File: src/ntbcr_map.vh
// register map, field positions and reset values of the bridge endpoint config slice
//
// Contract
// RULE1 - action code 0 masks, 1 sends msi, 2 to 5 send legacy a to d
// RULE2 - an msi goes out only while the msi enable bit is set
// RULE3 - legacy assert or negate messages go out only while legacy disable is clear
// RULE4 - legacy assert when status bit sets, negate when it later clears
// RULE5 - software keeps an action field unchanged while its status bit is set
// RULE6 - doorbell 14:12, far reset 17:15, far power 20:18; 28:21 read zero
// RULE7 - bits 31:29 give the traffic class of every generated msi
// RULE8 - second action register holds port a link-up selector at bits 2:0
// RULE9 - power capability reads id 0x1, next pointer zero, version 0x2 at 18:16
// RULE10 - d1, d2 unsupported and no wake-capable states reported
// RULE11 - special init bit 21 reads zero, writable only when unlocked
// RULE12 - power level field 1:0 reports and accepts d0 and d3hot only
// RULE13 - wake enable, wake status, data select, scale and data read zero
// RULE14 - indirect pointer holds dword number 7:2 and extended number 11:8
// RULE15 - window read returns, window write updates, the pointed register
// RULE16 - window accesses apply the incoming byte enables to the target
// RULE17 - pointer at the window itself: reads zero, writes dropped
// RULE18 - pointer at the pointer: window write changes the pointer
// RULE19 - software never uses the far side pointer or window registers
// RULE20 - extended capability header reads all zero
// RULE21 - bridge configuration word is 32 bit read-write, reset zero
// RULE22 - far reset flag bit 5 sets on far reset, write one clears
// RULE23 - far power change flag bit 6 sets on far power write, write one clears
// RULE24 - port a up flag bit 7 sets on link up transition, write one clears
// RULE25 - reserved action codes behave as masked
// RULE26 - reserved bits read zero and ignore writes, except bridge config word
`ifndef NTBCR_MAP_VH
`define NTBCR_MAP_VH

`define NTBCR_OFS_FLAGS      12'h0e8
`define NTBCR_OFS_ACT0       12'h0ec
`define NTBCR_OFS_PMCAP      12'h0f0
`define NTBCR_OFS_PMCSR      12'h0f4
`define NTBCR_OFS_PTR        12'h0f8
`define NTBCR_OFS_WIN        12'h0fc
`define NTBCR_OFS_EXTCAP     12'h100
`define NTBCR_OFS_BCFG       12'h200
`define NTBCR_OFS_ACT1       12'h210

`define NTBCR_ACT_MASKED     3'h0
`define NTBCR_ACT_MSI        3'h1
`define NTBCR_ACT_INTA       3'h2
`define NTBCR_ACT_INTD       3'h5

`define NTBCR_BIT_DBELL      4
`define NTBCR_BIT_FRST       5
`define NTBCR_BIT_FPWR       6
`define NTBCR_BIT_PAUP       7

`define NTBCR_ACT0_DBELL_LO  12
`define NTBCR_ACT0_FRST_LO   15
`define NTBCR_ACT0_FPWR_LO   18
`define NTBCR_ACT0_TC_LO     29
`define NTBCR_ACT1_PAUP_LO   0

`define NTBCR_PMCAP_ID       8'h01
`define NTBCR_PMCAP_NEXT     8'h00
`define NTBCR_PMCAP_REV      3'h2
`define NTBCR_PMCAP_INIT_BIT 21

`define NTBCR_PWR_D0         2'h0
`define NTBCR_PWR_D3HOT      2'h3

`define NTBCR_RST_WORD       32'h00000000
`define NTBCR_RST_PTR        10'h000

`endif

File: src/ntbcr_evt.v
// per-event action decoder and message pulse generator
`timescale 1ns/100ps
`include "ntbcr_map.vh"
module ntbcr_evt (
    input  wire       ref_clk,
    input  wire       srst,
    input  wire       flag,
    input  wire [2:0] action,
    input  wire       msi_enable,
    input  wire       legacy_irq_disable,
    output reg        msi_q,
    output reg        intx_set_q,
    output reg        intx_clr_q,
    output reg  [1:0] intx_line_q
);
    reg        flag_q;
    reg        asserted_q;
    wire       rise;
    wire       fall;
    wire       is_msi;
    wire       is_intx;

    assign rise = flag & ~flag_q;
    assign fall = ~flag & flag_q;
    // RULE1 RULE25 code decode
    assign is_msi  = (action == `NTBCR_ACT_MSI);
    assign is_intx = (action >= `NTBCR_ACT_INTA) && (action <= `NTBCR_ACT_INTD);

    always @(posedge ref_clk) begin
        if (srst) begin
            flag_q      <= 1'b0;
            asserted_q  <= 1'b0;
            msi_q       <= 1'b0;
            intx_set_q  <= 1'b0;
            intx_clr_q  <= 1'b0;
            intx_line_q <= 2'h0;
        end else begin
            flag_q <= flag;
            // RULE2 msi gated by enable
            msi_q <= rise & is_msi & msi_enable;
            // RULE3 RULE4 legacy assert on set
            intx_set_q <= rise & is_intx & ~legacy_irq_disable;
            // RULE3 RULE4 legacy negate on clear
            intx_clr_q <= fall & asserted_q & is_intx & ~legacy_irq_disable;
            if (rise & is_intx & ~legacy_irq_disable) begin
                asserted_q <= 1'b1;
            end else if (fall) begin
                asserted_q <= 1'b0;
            end
            if (is_intx) begin
                intx_line_q <= action[1:0] - 2'h2;
            end
        end
    end
endmodule // ntbcr_evt

File: src/ntbcr_regs.v
// configuration register slice of the bridge endpoint with event message generation
`timescale 1ns/100ps
`include "ntbcr_map.vh"
module ntbcr_regs (
    input  wire        ref_clk,
    input  wire        srst,
    input  wire        cfg_req,
    input  wire        cfg_wr,
    input  wire [11:2] cfg_addr,
    input  wire [3:0]  cfg_be,
    input  wire [31:0] cfg_wdata,
    output reg         cfg_ack_q,
    output reg  [31:0] cfg_rdata_q,
    input  wire        inbound_ring_flag,
    input  wire        far_reset_pulse,
    input  wire        far_power_write_pulse,
    input  wire        port_a_dl_up,
    input  wire        msi_enable,
    input  wire        legacy_irq_disable,
    input  wire        init_flag_unlock,
    output reg  [7:0]  event_flags_q,
    output reg  [1:0]  power_level_field_q,
    output reg  [31:0] bridge_config_q,
    output reg  [2:0]  msi_class_field_q,
    output reg  [3:0]  evt_msi_q,
    output reg  [3:0]  evt_intx_set_q,
    output reg  [3:0]  evt_intx_clr_q,
    output reg  [7:0]  evt_intx_line_q
);
    reg  [31:0] act0_q;
    reg  [2:0]  act1_q;
    reg         init_flag_q;
    reg  [1:0]  pwr_q;
    reg  [9:0]  ptr_q;
    reg  [31:0] bcfg_q;
    reg         far_reset_seen_q;
    reg         far_side_power_change_q;
    reg         port_a_up_flag_q;
    reg         dl_up_q;
    reg  [11:0] eff_addr;
    reg         win_self;
    reg  [31:0] rd_word;
    reg  [31:0] wmask;
    reg  [31:0] merged;
    wire        acc_wr;
    wire        win_sel;
    wire [3:0]  flag_vec;
    wire [11:0] act_vec;
    wire [3:0]  msi_w;
    wire [3:0]  set_w;
    wire [3:0]  clr_w;
    wire [7:0]  line_w;
    wire [7:0]  flags_rd;
    wire        link_rise;

    assign win_sel = ({cfg_addr, 2'b00} == `NTBCR_OFS_WIN);
    assign acc_wr  = cfg_req & cfg_wr;

    // RULE15 RULE17 window redirects to pointed register
    always @* begin
        if (win_sel) begin
            eff_addr = {ptr_q, 2'b00};
        end else begin
            eff_addr = {cfg_addr, 2'b00};
        end
        win_self = win_sel && (eff_addr == `NTBCR_OFS_WIN);
    end

    // RULE16 byte enables apply to direct and window accesses
    always @* begin
        wmask  = {{8{cfg_be[3]}}, {8{cfg_be[2]}}, {8{cfg_be[1]}}, {8{cfg_be[0]}}};
        merged = (rd_word & ~wmask) | (cfg_wdata & wmask);
    end

    assign flags_rd = {port_a_up_flag_q, far_side_power_change_q, far_reset_seen_q,
                       inbound_ring_flag, 4'h0};

    // read decode of the effective target
    always @* begin
        rd_word = 32'h00000000;
        case (eff_addr)
            `NTBCR_OFS_FLAGS: begin
                rd_word = {24'h000000, flags_rd};
            end
            `NTBCR_OFS_ACT0: begin
                // RULE6 RULE26 reserved bits read zero
                rd_word = {act0_q[31:29], 8'h00, act0_q[20:12], 12'h000};
            end
            `NTBCR_OFS_PMCAP: begin
                // RULE9 RULE10 RULE11 capability word, fixed except init flag bit 21
                rd_word = {5'h00, 1'b0, 1'b0, 3'h0, init_flag_q, 1'b0, 1'b0,
                           `NTBCR_PMCAP_REV, `NTBCR_PMCAP_NEXT, `NTBCR_PMCAP_ID};
            end
            `NTBCR_OFS_PMCSR: begin
                // RULE12 RULE13 only power level visible
                rd_word = {30'h00000000, pwr_q};
            end
            `NTBCR_OFS_PTR: begin
                // RULE14 pointer fields
                rd_word = {20'h00000, ptr_q, 2'b00};
            end
            `NTBCR_OFS_EXTCAP: begin
                // RULE20 empty extended capability
                rd_word = 32'h00000000;
            end
            `NTBCR_OFS_BCFG: begin
                rd_word = bcfg_q;
            end
            `NTBCR_OFS_ACT1: begin
                // RULE8 link-up selector
                rd_word = {29'h00000000, act1_q};
            end
            default: begin
                rd_word = 32'h00000000;
            end
        endcase
        if (win_self) begin
            rd_word = 32'h00000000;
        end
    end

    // bus answer one cycle after the request
    always @(posedge ref_clk) begin
        if (srst) begin
            cfg_ack_q   <= 1'b0;
            cfg_rdata_q <= `NTBCR_RST_WORD;
        end else begin
            cfg_ack_q <= cfg_req;
            if (cfg_req & ~cfg_wr) begin
                // RULE17 self-pointing window reads zero
                cfg_rdata_q <= rd_word;
            end
        end
    end

    // writable registers
    always @(posedge ref_clk) begin
        if (srst) begin
            act0_q      <= `NTBCR_RST_WORD;
            act1_q      <= 3'h0;
            init_flag_q <= 1'b0;
            pwr_q       <= `NTBCR_PWR_D0;
            ptr_q       <= `NTBCR_RST_PTR;
            bcfg_q      <= `NTBCR_RST_WORD;
        end else if (acc_wr && !win_self) begin
            case (eff_addr)
                `NTBCR_OFS_ACT0: begin
                    // RULE6 RULE7 selectors and traffic class
                    act0_q[31:29] <= merged[31:29];
                    act0_q[20:12] <= merged[20:12];
                end
                `NTBCR_OFS_PMCAP: begin
                    // RULE11 lock-guarded special init flag
                    if (init_flag_unlock) begin
                        init_flag_q <= merged[`NTBCR_PMCAP_INIT_BIT];
                    end
                end
                `NTBCR_OFS_PMCSR: begin
                    // RULE12 d1 and d2 codes refused
                    if (merged[1:0] == `NTBCR_PWR_D0 || merged[1:0] == `NTBCR_PWR_D3HOT) begin
                        pwr_q <= merged[1:0];
                    end
                end
                `NTBCR_OFS_PTR: begin
                    // RULE14 RULE18 pointer written directly or through window
                    ptr_q <= merged[11:2];
                end
                `NTBCR_OFS_BCFG: begin
                    // RULE21 RULE26 full read-write word
                    bcfg_q <= merged;
                end
                `NTBCR_OFS_ACT1: begin
                    // RULE8 link-up selector
                    act1_q <= merged[2:0];
                end
                default: begin
                    pwr_q <= pwr_q;
                end
            endcase
        end
    end

    assign link_rise = port_a_dl_up & ~dl_up_q;

    // sticky event flags, set wins over write-one clear
    always @(posedge ref_clk) begin
        if (srst) begin
            far_reset_seen_q        <= 1'b0;
            far_side_power_change_q <= 1'b0;
            port_a_up_flag_q        <= 1'b0;
            dl_up_q                 <= 1'b0;
        end else begin
            dl_up_q <= port_a_dl_up;
            // RULE22 far reset flag
            if (far_reset_pulse) begin
                far_reset_seen_q <= 1'b1;
            end else if (acc_wr && !win_self && eff_addr == `NTBCR_OFS_FLAGS &&
                         wmask[`NTBCR_BIT_FRST] && cfg_wdata[`NTBCR_BIT_FRST]) begin
                far_reset_seen_q <= 1'b0;
            end
            // RULE23 far power change flag
            if (far_power_write_pulse) begin
                far_side_power_change_q <= 1'b1;
            end else if (acc_wr && !win_self && eff_addr == `NTBCR_OFS_FLAGS &&
                         wmask[`NTBCR_BIT_FPWR] && cfg_wdata[`NTBCR_BIT_FPWR]) begin
                far_side_power_change_q <= 1'b0;
            end
            // RULE24 port a link-up flag
            if (link_rise) begin
                port_a_up_flag_q <= 1'b1;
            end else if (acc_wr && !win_self && eff_addr == `NTBCR_OFS_FLAGS &&
                         wmask[`NTBCR_BIT_PAUP] && cfg_wdata[`NTBCR_BIT_PAUP]) begin
                port_a_up_flag_q <= 1'b0;
            end
        end
    end

    assign flag_vec = flags_rd[7:4];
    assign act_vec  = {act1_q, act0_q[20:12]};

    // per-event message generation
    genvar gi;
    generate
        for (gi = 0; gi < 4; gi = gi + 1) begin : g_evt
            // RULE1 RULE2 RULE3 RULE4 RULE25 event action
            ntbcr_evt u_evt (
                .ref_clk            (ref_clk),
                .srst               (srst),
                .flag               (flag_vec[gi]),
                .action             (act_vec[3*gi+2:3*gi]),
                .msi_enable         (msi_enable),
                .legacy_irq_disable (legacy_irq_disable),
                .msi_q              (msi_w[gi]),
                .intx_set_q         (set_w[gi]),
                .intx_clr_q         (clr_w[gi]),
                .intx_line_q        (line_w[2*gi+1:2*gi])
            );
        end
    endgenerate

    // registered outputs
    always @(posedge ref_clk) begin
        if (srst) begin
            event_flags_q       <= 8'h00;
            power_level_field_q <= `NTBCR_PWR_D0;
            bridge_config_q     <= `NTBCR_RST_WORD;
            msi_class_field_q   <= 3'h0;
            evt_msi_q           <= 4'h0;
            evt_intx_set_q      <= 4'h0;
            evt_intx_clr_q      <= 4'h0;
            evt_intx_line_q     <= 8'h00;
        end else begin
            event_flags_q       <= flags_rd;
            power_level_field_q <= pwr_q;
            bridge_config_q     <= bcfg_q;
            // RULE7 class carried with each msi
            msi_class_field_q   <= act0_q[31:29];
            evt_msi_q           <= msi_w;
            evt_intx_set_q      <= set_w;
            evt_intx_clr_q      <= clr_w;
            evt_intx_line_q     <= line_w;
        end
    end
endmodule // ntbcr_regs

File: config.mk
export PLATFORM = sky130hd
export DESIGN_NAME = ntbcr_regs
export DESIGN_NICKNAME = d
export VERILOG_FILES = /design/src/ntbcr_evt.v /design/src/ntbcr_regs.v
export VERILOG_INCLUDE_DIRS = /design/src
export SDC_FILE = /design/constraint.sdc
export NUM_CORES = 1
export LEC_CHECK = 0
export ABC_AREA = 1
export BUFFER_PORTS_ARGS = -buffer_cell sky130_fd_sc_hd__buf_2
export CORE_ASPECT_RATIO = 1.75
export CORE_UTILIZATION = 40
export DETAILED_ROUTE_END_ITERATION = 12
export PLACE_DENSITY_LB_ADDON = 0.08
export REMOVE_ABC_BUFFERS = 1
export SLEW_MARGIN = 20
export SYNTH_ARGS = -nofsm -noshare
export SYNTH_HDL_FRONTEND = slang
export SYNTH_HIERARCHICAL = 1
export SYNTH_SLANG_ARGS = --single-unit
File: constraint.sdc
create_clock -name ref_clk -period 6.1 [get_ports ref_clk]
set_clock_uncertainty 0.1 [all_clocks]
set_input_delay 0.915 -clock ref_clk [delete_from_list [all_inputs] [get_ports ref_clk]]
set_output_delay 0.915 -clock ref_clk [all_outputs]
set_load 0.01 [all_outputs]
Word level (Yosys, flattened, before mapping)
Cells that the tools add are included.

storage, ports and cells
  flip-flop bits (word level) = 190
  input bits = 57
  output and inout port bits = 98

operators by class
  $add $sub $neg = 4
  $lt $le $gt $ge = 8
  equal/unequal tests = 14
  mux-type cells = 17
  bitwise logic cells = 54
  reduce and logical (&&, ||, !) cells = 27

operator list
  kind                  count
  $pmux 32 s7           1
  $eq 12x8->1 const B   6
  $and 32x32->32        2
  $and 1x1->1           39
  $mux 32               1
  $not 32->32           1
  $or 32x32->32         1
  $eq 12x10->1 const B  2
  $mux 1                14
  $reduce_bool 2->1     7
  $eq 3x1->1 const B    4
  $ge 3x2->1 const B    4
  $le 3x3->1 const B    4
  $mux 12               1
  $logic_and 1x1->1     11
  $not 1->1             11
  $eq 10x6->1 const B   1
  $reduce_and 2->1      4
  $sub 2x2->2 const B   4
  $reduce_and 3->1      2
  $eq 2x2->1 const B    1
  $logic_not 2->1       1
  $logic_not 1->1       1
  $logic_or 1x1->1      1

Longest topological paths before layout
Gate-level depths: netlist of run 1.

  depth in word-level cells = 11
  mapped depth = 18

Modules after synthesis
The synthesis of run 1 kept the hierarchy.

modules (own cells, without submodules)
  module      times used  cells each  area each (um^2)
  ntbcr_regs  1           813         6358.6
  ntbcr_evt   4           33          270.3

Worst setup path after synthesis of run 1
No wires, ideal clock.

  kind = input to register
  start = input cfg_addr[9] (netlist bit)
  end = register bcfg_q[10]
  library setup time = 0.124 ns
  arrival = 2.451 ns
  required time = 5.876 ns
  slack = 3.426 ns
  stages on the path = 15
  buffers on the path = 3
  cells stage by stage = inv_1 nand2_1 nor2_2 buf_4 nand4_1 nand2_1 nand3_4 nor2_8 nand4_4 nand2_4 nor2_4 buf_6 buf_6 o21ai_1 a21oi_1

between the ends
  longest elaborated chain between the ends = 7

ends and longest elaborated chain
  element                                              RTL line                            source
  start: declaration                                   ntbcr_regs.v:9                      input wire [11:2] cfg_addr,
  $eq 10x6->1 (no source line)                         -
  $mux 12                                              ntbcr_regs.v:61                     if (win_sel) begin
  $eq 12x10->1, or another cell as far along           ntbcr_regs.v:81                     case (eff_addr)
  $pmux 32 s7 or $logic_and 1x1->1 (tied branches)     ntbcr_regs.v:81, ntbcr_regs.v:66
  $mux 32 or $logic_not 1->1 (tied branches)           ntbcr_regs.v:117, ntbcr_regs.v:145
  $and 32x32->32 or $logic_and 1x1->1 (tied branches)  ntbcr_regs.v:72, ntbcr_regs.v:145
  $or 32x32->32 or $reduce_and 2->1 (tied branches)    -
  end signal: assignment                               ntbcr_regs.v:144                    bcfg_q <= `NTBCR_RST_WORD;
  end signal: assignment                               ntbcr_regs.v:170                    bcfg_q <= merged;
  end: declaration                                     ntbcr_regs.v:35                     reg [31:0] bcfg_q;

Several ways; a longest one is shown, not always the timed one.
A chain may end at the register's enable or synchronous reset.

Final worst setup path of run 1
  start = input cfg_addr[9] (netlist bit)
  end = register bcfg_q[5]

Same word-level chain as after synthesis.

==> results.cfg, run 1 <==
[status]
result_of_the_run = completed

[die]
io_pins = 155
floorplan.die_area_um2 = 19200
num_rows = 65
initial_cell_density_of_the_core_pct = 41.0
core_area_um2 = 18100
die_height_um = 182
die_x_um = 105

[clock_network]
sink_count = 186
numCtsBuffers = 17
clkSlewWorstSetupHoldPaths_ps = 80
cts_setup_buffers = 0
cts_resized = 0
tritoncts_clock_tree = yes
cts_root_buf = sky130_fd_sc_hd__clkbuf_16
maximum_level_of_the_cts_h_tree = 4
cts.hold.buffers_added = 0
clock_latency_ps = 440
cts_max_path_buffers = 2

[finish]
post_route_cells_drive_above_1_share_pct = 22.2
mostFrequentLayoutCells = sky130_fd_sc_hd__dfxtp_1, sky130_fd_sc_hd__buf_2, sky130_fd_sc_hd__inv_1
area_growth_syn_to_layout_pct = 19.5
layout.core_utilization_pct = 49.0
layout.cells.most_common = sky130_fd_sc_hd__dfxtp_1
fillers = 1876
stdcell_count = 1325
finish.net_count = 1135
antenna_cells = 0

[yosys]
postSynthCellCount = 945
area_leader_netlist = sky130_fd_sc_hd__dfxtp_1
synth-async-reset-ratio_pct = 0
synthFlopType = sky130_fd_sc_hd__dfxtp_1
synth.top_cells.by_area = sky130_fd_sc_hd__dfxtp_1, sky130_fd_sc_hd__inv_1, sky130_fd_sc_hd__nand2_1
synth_largest_type_area_fraction_pct = 50.1
mappedNetlistArea_um2 = 7440
ys_warn_count = 6
synth_sequential_area_ratio_pct = 50.1
post_synth_num_cell_types = 44
ys_ff_latch = 186
synth_area_per_cell_um2 = 7.87
number_of_enable_type_register_cells_in_the_synthesized_netlist = 0

[grt]
antenna_found_initial = 0
vias_in_the_first_global_route = 5923
grt_overflow_total = 0
pin_count_of_the_biggest_net_entering_global_routing = 88
grt_util_all_layers_pct = 20.9
grt_first_pass_wirelength_mm = 30.7

[sta]
finalHoldWorstSlack_ps = 294
timing.slew.headroom_pct = 35.9
timing.fmax_mhz = 272
grt_setup_unrepaired = false
final_hold_violations = 0
finalSetupViolCount = 0
timing_worst_slew_pin_value_ps = 961
min_period_ps = 3670
period_share_pct = 60.2
aggregate_negative_setup_slack_ps = 0
timing_max_transition_violations_final = 0

[detailed_routing]
route.antenna.remaining_nets = 0
detailroute.via_count = 6306
drt-initial-drc-count = 268
route.final.wire_length_mm = 19.4
viasPerCell = 4.76
drc = 0
detail_route.first_pass.iterations = 6
drt-wirelength-per-cell_um = 14.6

[setup_path]
worst_setup_path_end_kind = register
timing.critical_path.from_type = primary input
arrival_ps = 3950
cp_cell_sequence = buf_2 > inv_1 > nand2_1 > nor2_2 > nand3_2 > nand2_1 > o21ai_4 > nor2_4 > nand3_4 > nor2_4 > inv_2 > a21oi_1 > o21ai_1 > inv_1
worstPathMaxFanout = 29
slowest_stage = sky130_fd_sc_hd__nor2_4
cpPeakStageDelay_ps = 710
timing.setup.critical_path_class = in2reg
required_ps = 6380

[pwr]
power.total_mw = 2.52
peakVddDrop_uv = 145
powerDensity_nw_per_um2 = 283
leakage_nw = 4.10

[worst_hold_path]
min-delay-path-class = reg2reg

[placed_design]
hpwlAfterDp_mm = 13.8
io_buffer_count = 150
place_inst = 1293
globalplace.congestion = 0.868

[run]
drv_cap = 0
[per-stage QoR]
| step | instance area [um^2] | setup slack (ps) |
|---|---|---|
| CTS | 8890 | 2400 |
| floorplan | 7200 | 2640 |
| detailed placement | 8280 | 1950 |
| finish | 8890 | 2430 |
| global route | 8890 | 2050 |
| global placement | 8280 | 2020 |
[worst max-delay path: cells and delay by family]
kind            cells  cell delay, ps
buf+inv             4             560
compound gates      3             390
simple gates        7            2060
[synth_stat cells (4+ instances only)]
cell                       instances
sky130_fd_sc_hd__dfxtp_1         186
sky130_fd_sc_hd__inv_1           144
sky130_fd_sc_hd__nand2_1         133
sky130_fd_sc_hd__nor2_1          128
sky130_fd_sc_hd__a21oi_1          70
sky130_fd_sc_hd__o21ai_0          56
sky130_fd_sc_hd__o21ai_1          38
sky130_fd_sc_hd__nand3_1          28
sky130_fd_sc_hd__clkbuf_1         18
sky130_fd_sc_hd__mux2i_1          17
sky130_fd_sc_hd__nand4_1          17
sky130_fd_sc_hd__nand2_2           9
sky130_fd_sc_hd__o22ai_1           9
sky130_fd_sc_hd__buf_6             8
sky130_fd_sc_hd__buf_4             7
sky130_fd_sc_hd__inv_2             7
sky130_fd_sc_hd__o211ai_1          7
sky130_fd_sc_hd__nor2_2            6
sky130_fd_sc_hd__buf_1             5
sky130_fd_sc_hd__buf_2             5
sky130_fd_sc_hd__nor2_4            5
sky130_fd_sc_hd__o21ai_2           5
sky130_fd_sc_hd__nand3b_2          4
sky130_fd_sc_hd__nor3_2            4
[layout make-up]
class / instances / area (um^2) / area share [%]
clock buffers: 19 / 453 / 5.10
inverters: 154 / 579 / 6.52
flip-flops and latches: 186 / 3720 / 41.9
well taps: 234 / 293 / 3.29
clock inverters: 13 / 154 / 1.73
repair buffers: 154 / 783 / 8.81
multi-input cells: 565 / 2900 / 32.6
[logic make-up (layout without fill, tap and decap cells)]
| family | after synthesis | count (layout) | synth area share, % |
|---|---|---|---|
| buffers and inverters | 197 | 340 | 11.2 |
| AOI/OAI and AO/OA | 196 | 196 | 14.7 |
| muxes | 17 | 17 | 2.29 |
| DFF | 186 | 186 | 50.1 |
| other | 1 | 4 | 0.0504 |
| and+or+nand+nor | 348 | 348 | 21.7 |
[worst paths after layout]
check | from | end | slack (ps) | cells after the start
setup / recovery | cfg_addr[9] | bcfg_q[5] | 2430 | 14
hold / removal | g_evt[2].u_evt/msi_q | evt_msi_q[2] | 290 | 2
setup reg to reg | ptr_q[8] | bcfg_q[5] | 3090 | 11
hold reg to reg | g_evt[2].u_evt/msi_q | evt_msi_q[2] | 290 | 2
[routing by layer]
layer	GRT usage (%)	part of all wire (%)	up-vias
met5	0	0	-
met2	38.4	52	155
met3	3.61	3.5	23
met1	24.0	42	2853
met4	7.83	2.1	0
li1	-	-	3275
[flip-flops by register name (all words and copies together) (netlist names), 3 cells and up]
name / flops
g_evt.u_evt/intx_set_q: 4
cfg_rdata_q: 32
event_flags_q: 4
evt_msi_q: 4
act1_q: 3
msi_class_field_q: 3
ptr_q: 10
g_evt.u_evt/flag_q: 4
g_evt.u_evt/intx_clr_q: 4
act0_q: 12
g_evt.u_evt/asserted_q: 4
bridge_config_q: 32
evt_intx_clr_q: 4
g_evt.u_evt/intx_line_q: 8
bcfg_q: 32
g_evt.u_evt/msi_q: 4
evt_intx_line_q: 8
evt_intx_set_q: 4
[power by group]
part,internal (mW),leakage [nW],switching [mW],total (mW)
logic,0.0495,2.29,0.100,0.150
registers,1.23,1.51,0.00971,1.24
clock network,0.607,0.297,0.522,1.13
(Power assumes the default switching activity.)
==> inputs of run 2 (changes only) <==
--- a/config.mk
+++ b/config.mk
@@ -6,7 +6,7 @@
 export SDC_FILE = /design/constraint.sdc
 export NUM_CORES = 1
 export LEC_CHECK = 0
-export ABC_AREA = 1
+export ABC_AREA = 0
 export BUFFER_PORTS_ARGS = -buffer_cell sky130_fd_sc_hd__buf_2
 export CORE_ASPECT_RATIO = 1.75
 export CORE_UTILIZATION = 40
==> constraint.sdc (replaced) <==
create_clock -name ref_clk -period 3.5 [get_ports ref_clk]
set_clock_uncertainty 0.1 [all_clocks]
set_input_delay 0.525 -clock ref_clk [delete_from_list [all_inputs] [get_ports ref_clk]]
set_output_delay 0.525 -clock ref_clk [all_outputs]
set_load 0.01 [all_outputs]
==> run 2 against run 1 <==
Net effect:
- utilization rose by 0.46 points
- largest cell class unchanged
- largest power group unchanged
- critical path type is now reg2reg
- setup slack got worse by 1800 ps
- sequential cell count did not move
==> results.cfg, run 2 <==
[status]
result_of_the_run = completed

[yosys]
number_of_enable_type_register_cells_in_the_synthesized_netlist = 0
post_synth_num_cell_types = 72
ys_ff_latch = 186
synthFlopType = sky130_fd_sc_hd__dfxtp_1
synth-async-reset-ratio_pct = 0
ys_warn_count = 6
synth_area_per_cell_um2 = 9.14
mappedNetlistArea_um2 = 7330
synth_sequential_area_ratio_pct = 50.8
synth_largest_type_area_fraction_pct = 50.8
post-synth-top-count-cell = sky130_fd_sc_hd__dfxtp_1
area_leader_netlist = sky130_fd_sc_hd__dfxtp_1
synth.top_cells.by_area = sky130_fd_sc_hd__dfxtp_1, sky130_fd_sc_hd__nor2b_1, sky130_fd_sc_hd__nand2_1
postSynthCellCount = 802
synth.top_cells.by_count = sky130_fd_sc_hd__dfxtp_1, sky130_fd_sc_hd__nand2_1, sky130_fd_sc_hd__nor2b_1, sky130_fd_sc_hd__nor2_1, sky130_fd_sc_hd__a21oi_1

[placed_design]
io_buffer_count = 150
hpwlAfterDp_mm = 15.5
place_inst = 1154
globalplace.congestion = 0.882

[clock_network]
maximum_level_of_the_cts_h_tree = 4
cts_resized = 0
sink_count = 186
cts_max_path_buffers = 2
clkSlewWorstSetupHoldPaths_ps = 70
clock_latency_ps = 440
numCtsBuffers = 17
cts.hold.buffers_added = 0
cts_root_buf = sky130_fd_sc_hd__clkbuf_16
cts_setup_buffers = 0
tritoncts_clock_tree = yes

[setup_path]
timing.reg2reg.worst_path_depth = 6
arrival_ps = 3050
timing.setup.critical_path_class = reg2reg
regToRegSetupSlack_ps = 670
crit_top_cell = sky130_fd_sc_hd__and2_1
timing.rr.end = bcfg_q[14]
cp_cell_sequence = or3_4 > o31ai_4 > and2_1 > and2_1 > a31oi_2 > a32o_1
worstPathMaxFanout = 17
worst_setup_path_end_kind = register
path_delay_family = simple AND/OR/NAND/NOR gates
timing.rr.start = ptr_q[9]
timing.critical_path.from_type = register
cpPeakStageDelay_ps = 450
slowest_stage = sky130_fd_sc_hd__a31oi_2
timing.critical_path.buf_inv = 0
required_ps = 3730

[die]
num_rows = 65
floorplan.die_area_um2 = 18900
die_x_um = 104
io_pins = 155
core_area_um2 = 18000
die_height_um = 181
initial_cell_density_of_the_core_pct = 40.8

[grt]
pin_count_of_the_biggest_net_entering_global_routing = 62
vias_in_the_first_global_route = 6224
antenna_found_initial = 0
grt_first_pass_wirelength_mm = 33.3
grt_util_all_layers_pct = 22.8
grt_overflow_total = 0

[pwr]
powerDensity_nw_per_um2 = 492
leakage_nw = 3.52
peakVddDrop_uv = 334

[sta]
min_period_ps = 2830
aggregate_negative_setup_slack_ps = 0
grt_setup_unrepaired = false
period_share_pct = 80.7
final_hold_violations = 0
finalSetupViolCount = 0
timing_worst_slew_pin_value_ps = 1050
timing.slew.headroom_pct = 29.7
timing.fmax_mhz = 354
timing_max_transition_violations_final = 0

[detailed_routing]
drc = 0
detailroute.via_count = 6227
drt-initial-drc-count = 326
viasPerCell = 5.25
drt-wirelength-per-cell_um = 17.7
route.final.wire_length_mm = 21.0
detail_route.first_pass.iterations = 5
route.antenna.remaining_nets = 0

[finish]
area_growth_syn_to_layout_pct = 21.3
post_route_cells_drive_above_1_share_pct = 23.1
antenna_cells = 0
reg_top3 = bcfg_q: 32 flops, bridge_config_q: 32 flops, cfg_rdata_q: 32 flops
finish.net_count = 996
stdcell_count = 1186
mostFrequentLayoutCells = sky130_fd_sc_hd__dfxtp_1, sky130_fd_sc_hd__buf_2, sky130_fd_sc_hd__nand2_1
layout.cells.most_common = sky130_fd_sc_hd__dfxtp_1

[worst_hold_path]
hold_path_startpoint = far_power_write_pulse
min-delay-path-class = in2reg
worstHoldEndpoint = far_side_power_change_q
holdPathStages = 3

[run]
drv_cap = 0
[run 2: worst max path at each step]
| stage | start | to | slack, ps | depth (start not counted) |
|---|---|---|---|---|
| 2_1_floorplan | cfg_addr[9] | bcfg_q[12] | 700 | 7 |
| 3_3_place_gp | cfg_addr[8] | bcfg_q[14] | 380 | 7 |
| 3_5_place_dp | cfg_addr[8] | bcfg_q[14] | 320 | 7 |
| 4_1_cts | ptr_q[9] | bcfg_q[14] | 630 | 6 |
| 5_1_grt | ptr_q[2] | bcfg_q[12] | 460 | 6 |
| 6_report | ptr_q[9] | bcfg_q[14] | 670 | 6 |
[run 2: per-layer routing]
layer / GRT usage [%] / routed length, um / share of wire [%] / up-vias
met5: 0 / 0 / 0 / -
li1: - / - / - / 3078
met1: 25.0 / 8110 / 39 / 2950
met2: 42.9 / 11600 / 55 / 170
met4: 9.43 / 520 / 2.5 / 0
met3: 3.54 / 757 / 3.6 / 29
[run 2: kinds of logic (layout without fill, tap and decap cells)]
kind of cell           Yosys count  after routing  synth area share, %
AND/OR/NAND/NOR                359            359                 27.1
flip-flops                     186            186                 50.8
AO/OA/AOI/OAI                  176            176                 16.4
buffers and inverters           68            215                 4.11
multiplexers                     8              8                 1.09
XOR/XNOR                         4              4                0.478
other                            1              4               0.0512
[run 2: power breakdown]
part | total [mW] | switching (mW) | internal (mW) | leakage, nW
sequential | 2.16 | 0.0158 | 2.14 | 1.50
clock | 1.96 | 0.873 | 1.09 | 0.290
combinational | 0.259 | 0.166 | 0.0930 | 1.72
total | 4.37 | 1.05 | 3.32 | 3.52
[run 2: through the flow]
| stage | area, um^2 | power, mW | util, % | setup WS [ps] | hold slack [ps] |
|---|---|---|---|---|---|
| 2_1_floorplan | 7100 | 2.31 | - | 697 | 314 |
| 3_5_place_dp | 8290 | 2.47 | 46.1 | 317 | 320 |
| 5_1_grt | 8890 | 4.51 | 49.5 | 460 | 197 |
| 3_3_place_gp | 8290 | 2.46 | 46.1 | 384 | 316 |
| 4_1_cts | 8890 | 4.41 | 49.5 | 629 | 198 |
| 6_report | 8890 | 4.37 | 49.5 | 675 | 208 |
[run 2: layout make-up]
| type | count | area [um^2] |
|---|---|---|
| clock buffers | 18 | 439 |
| repair buffers | 167 | 893 |
| flip-flops and latches | 186 | 3720 |
| inverters | 16 | 60.1 |
| well taps | 234 | 293 |
| fillers | 1762 | 9080 |
| clock inverters | 14 | 158 |
| multi-input cells | 551 | 3320 |
[run 2: worst register-to-register path, cell delays in order, from the launching register on]
cell and delay [ps]:
sky130_fd_sc_hd__dfxtp_1 350, sky130_fd_sc_hd__or3_4 430, sky130_fd_sc_hd__o31ai_4 250, sky130_fd_sc_hd__and2_1 410, sky130_fd_sc_hd__and2_1 370, sky130_fd_sc_hd__a31oi_2 450
sky130_fd_sc_hd__a32o_1 370
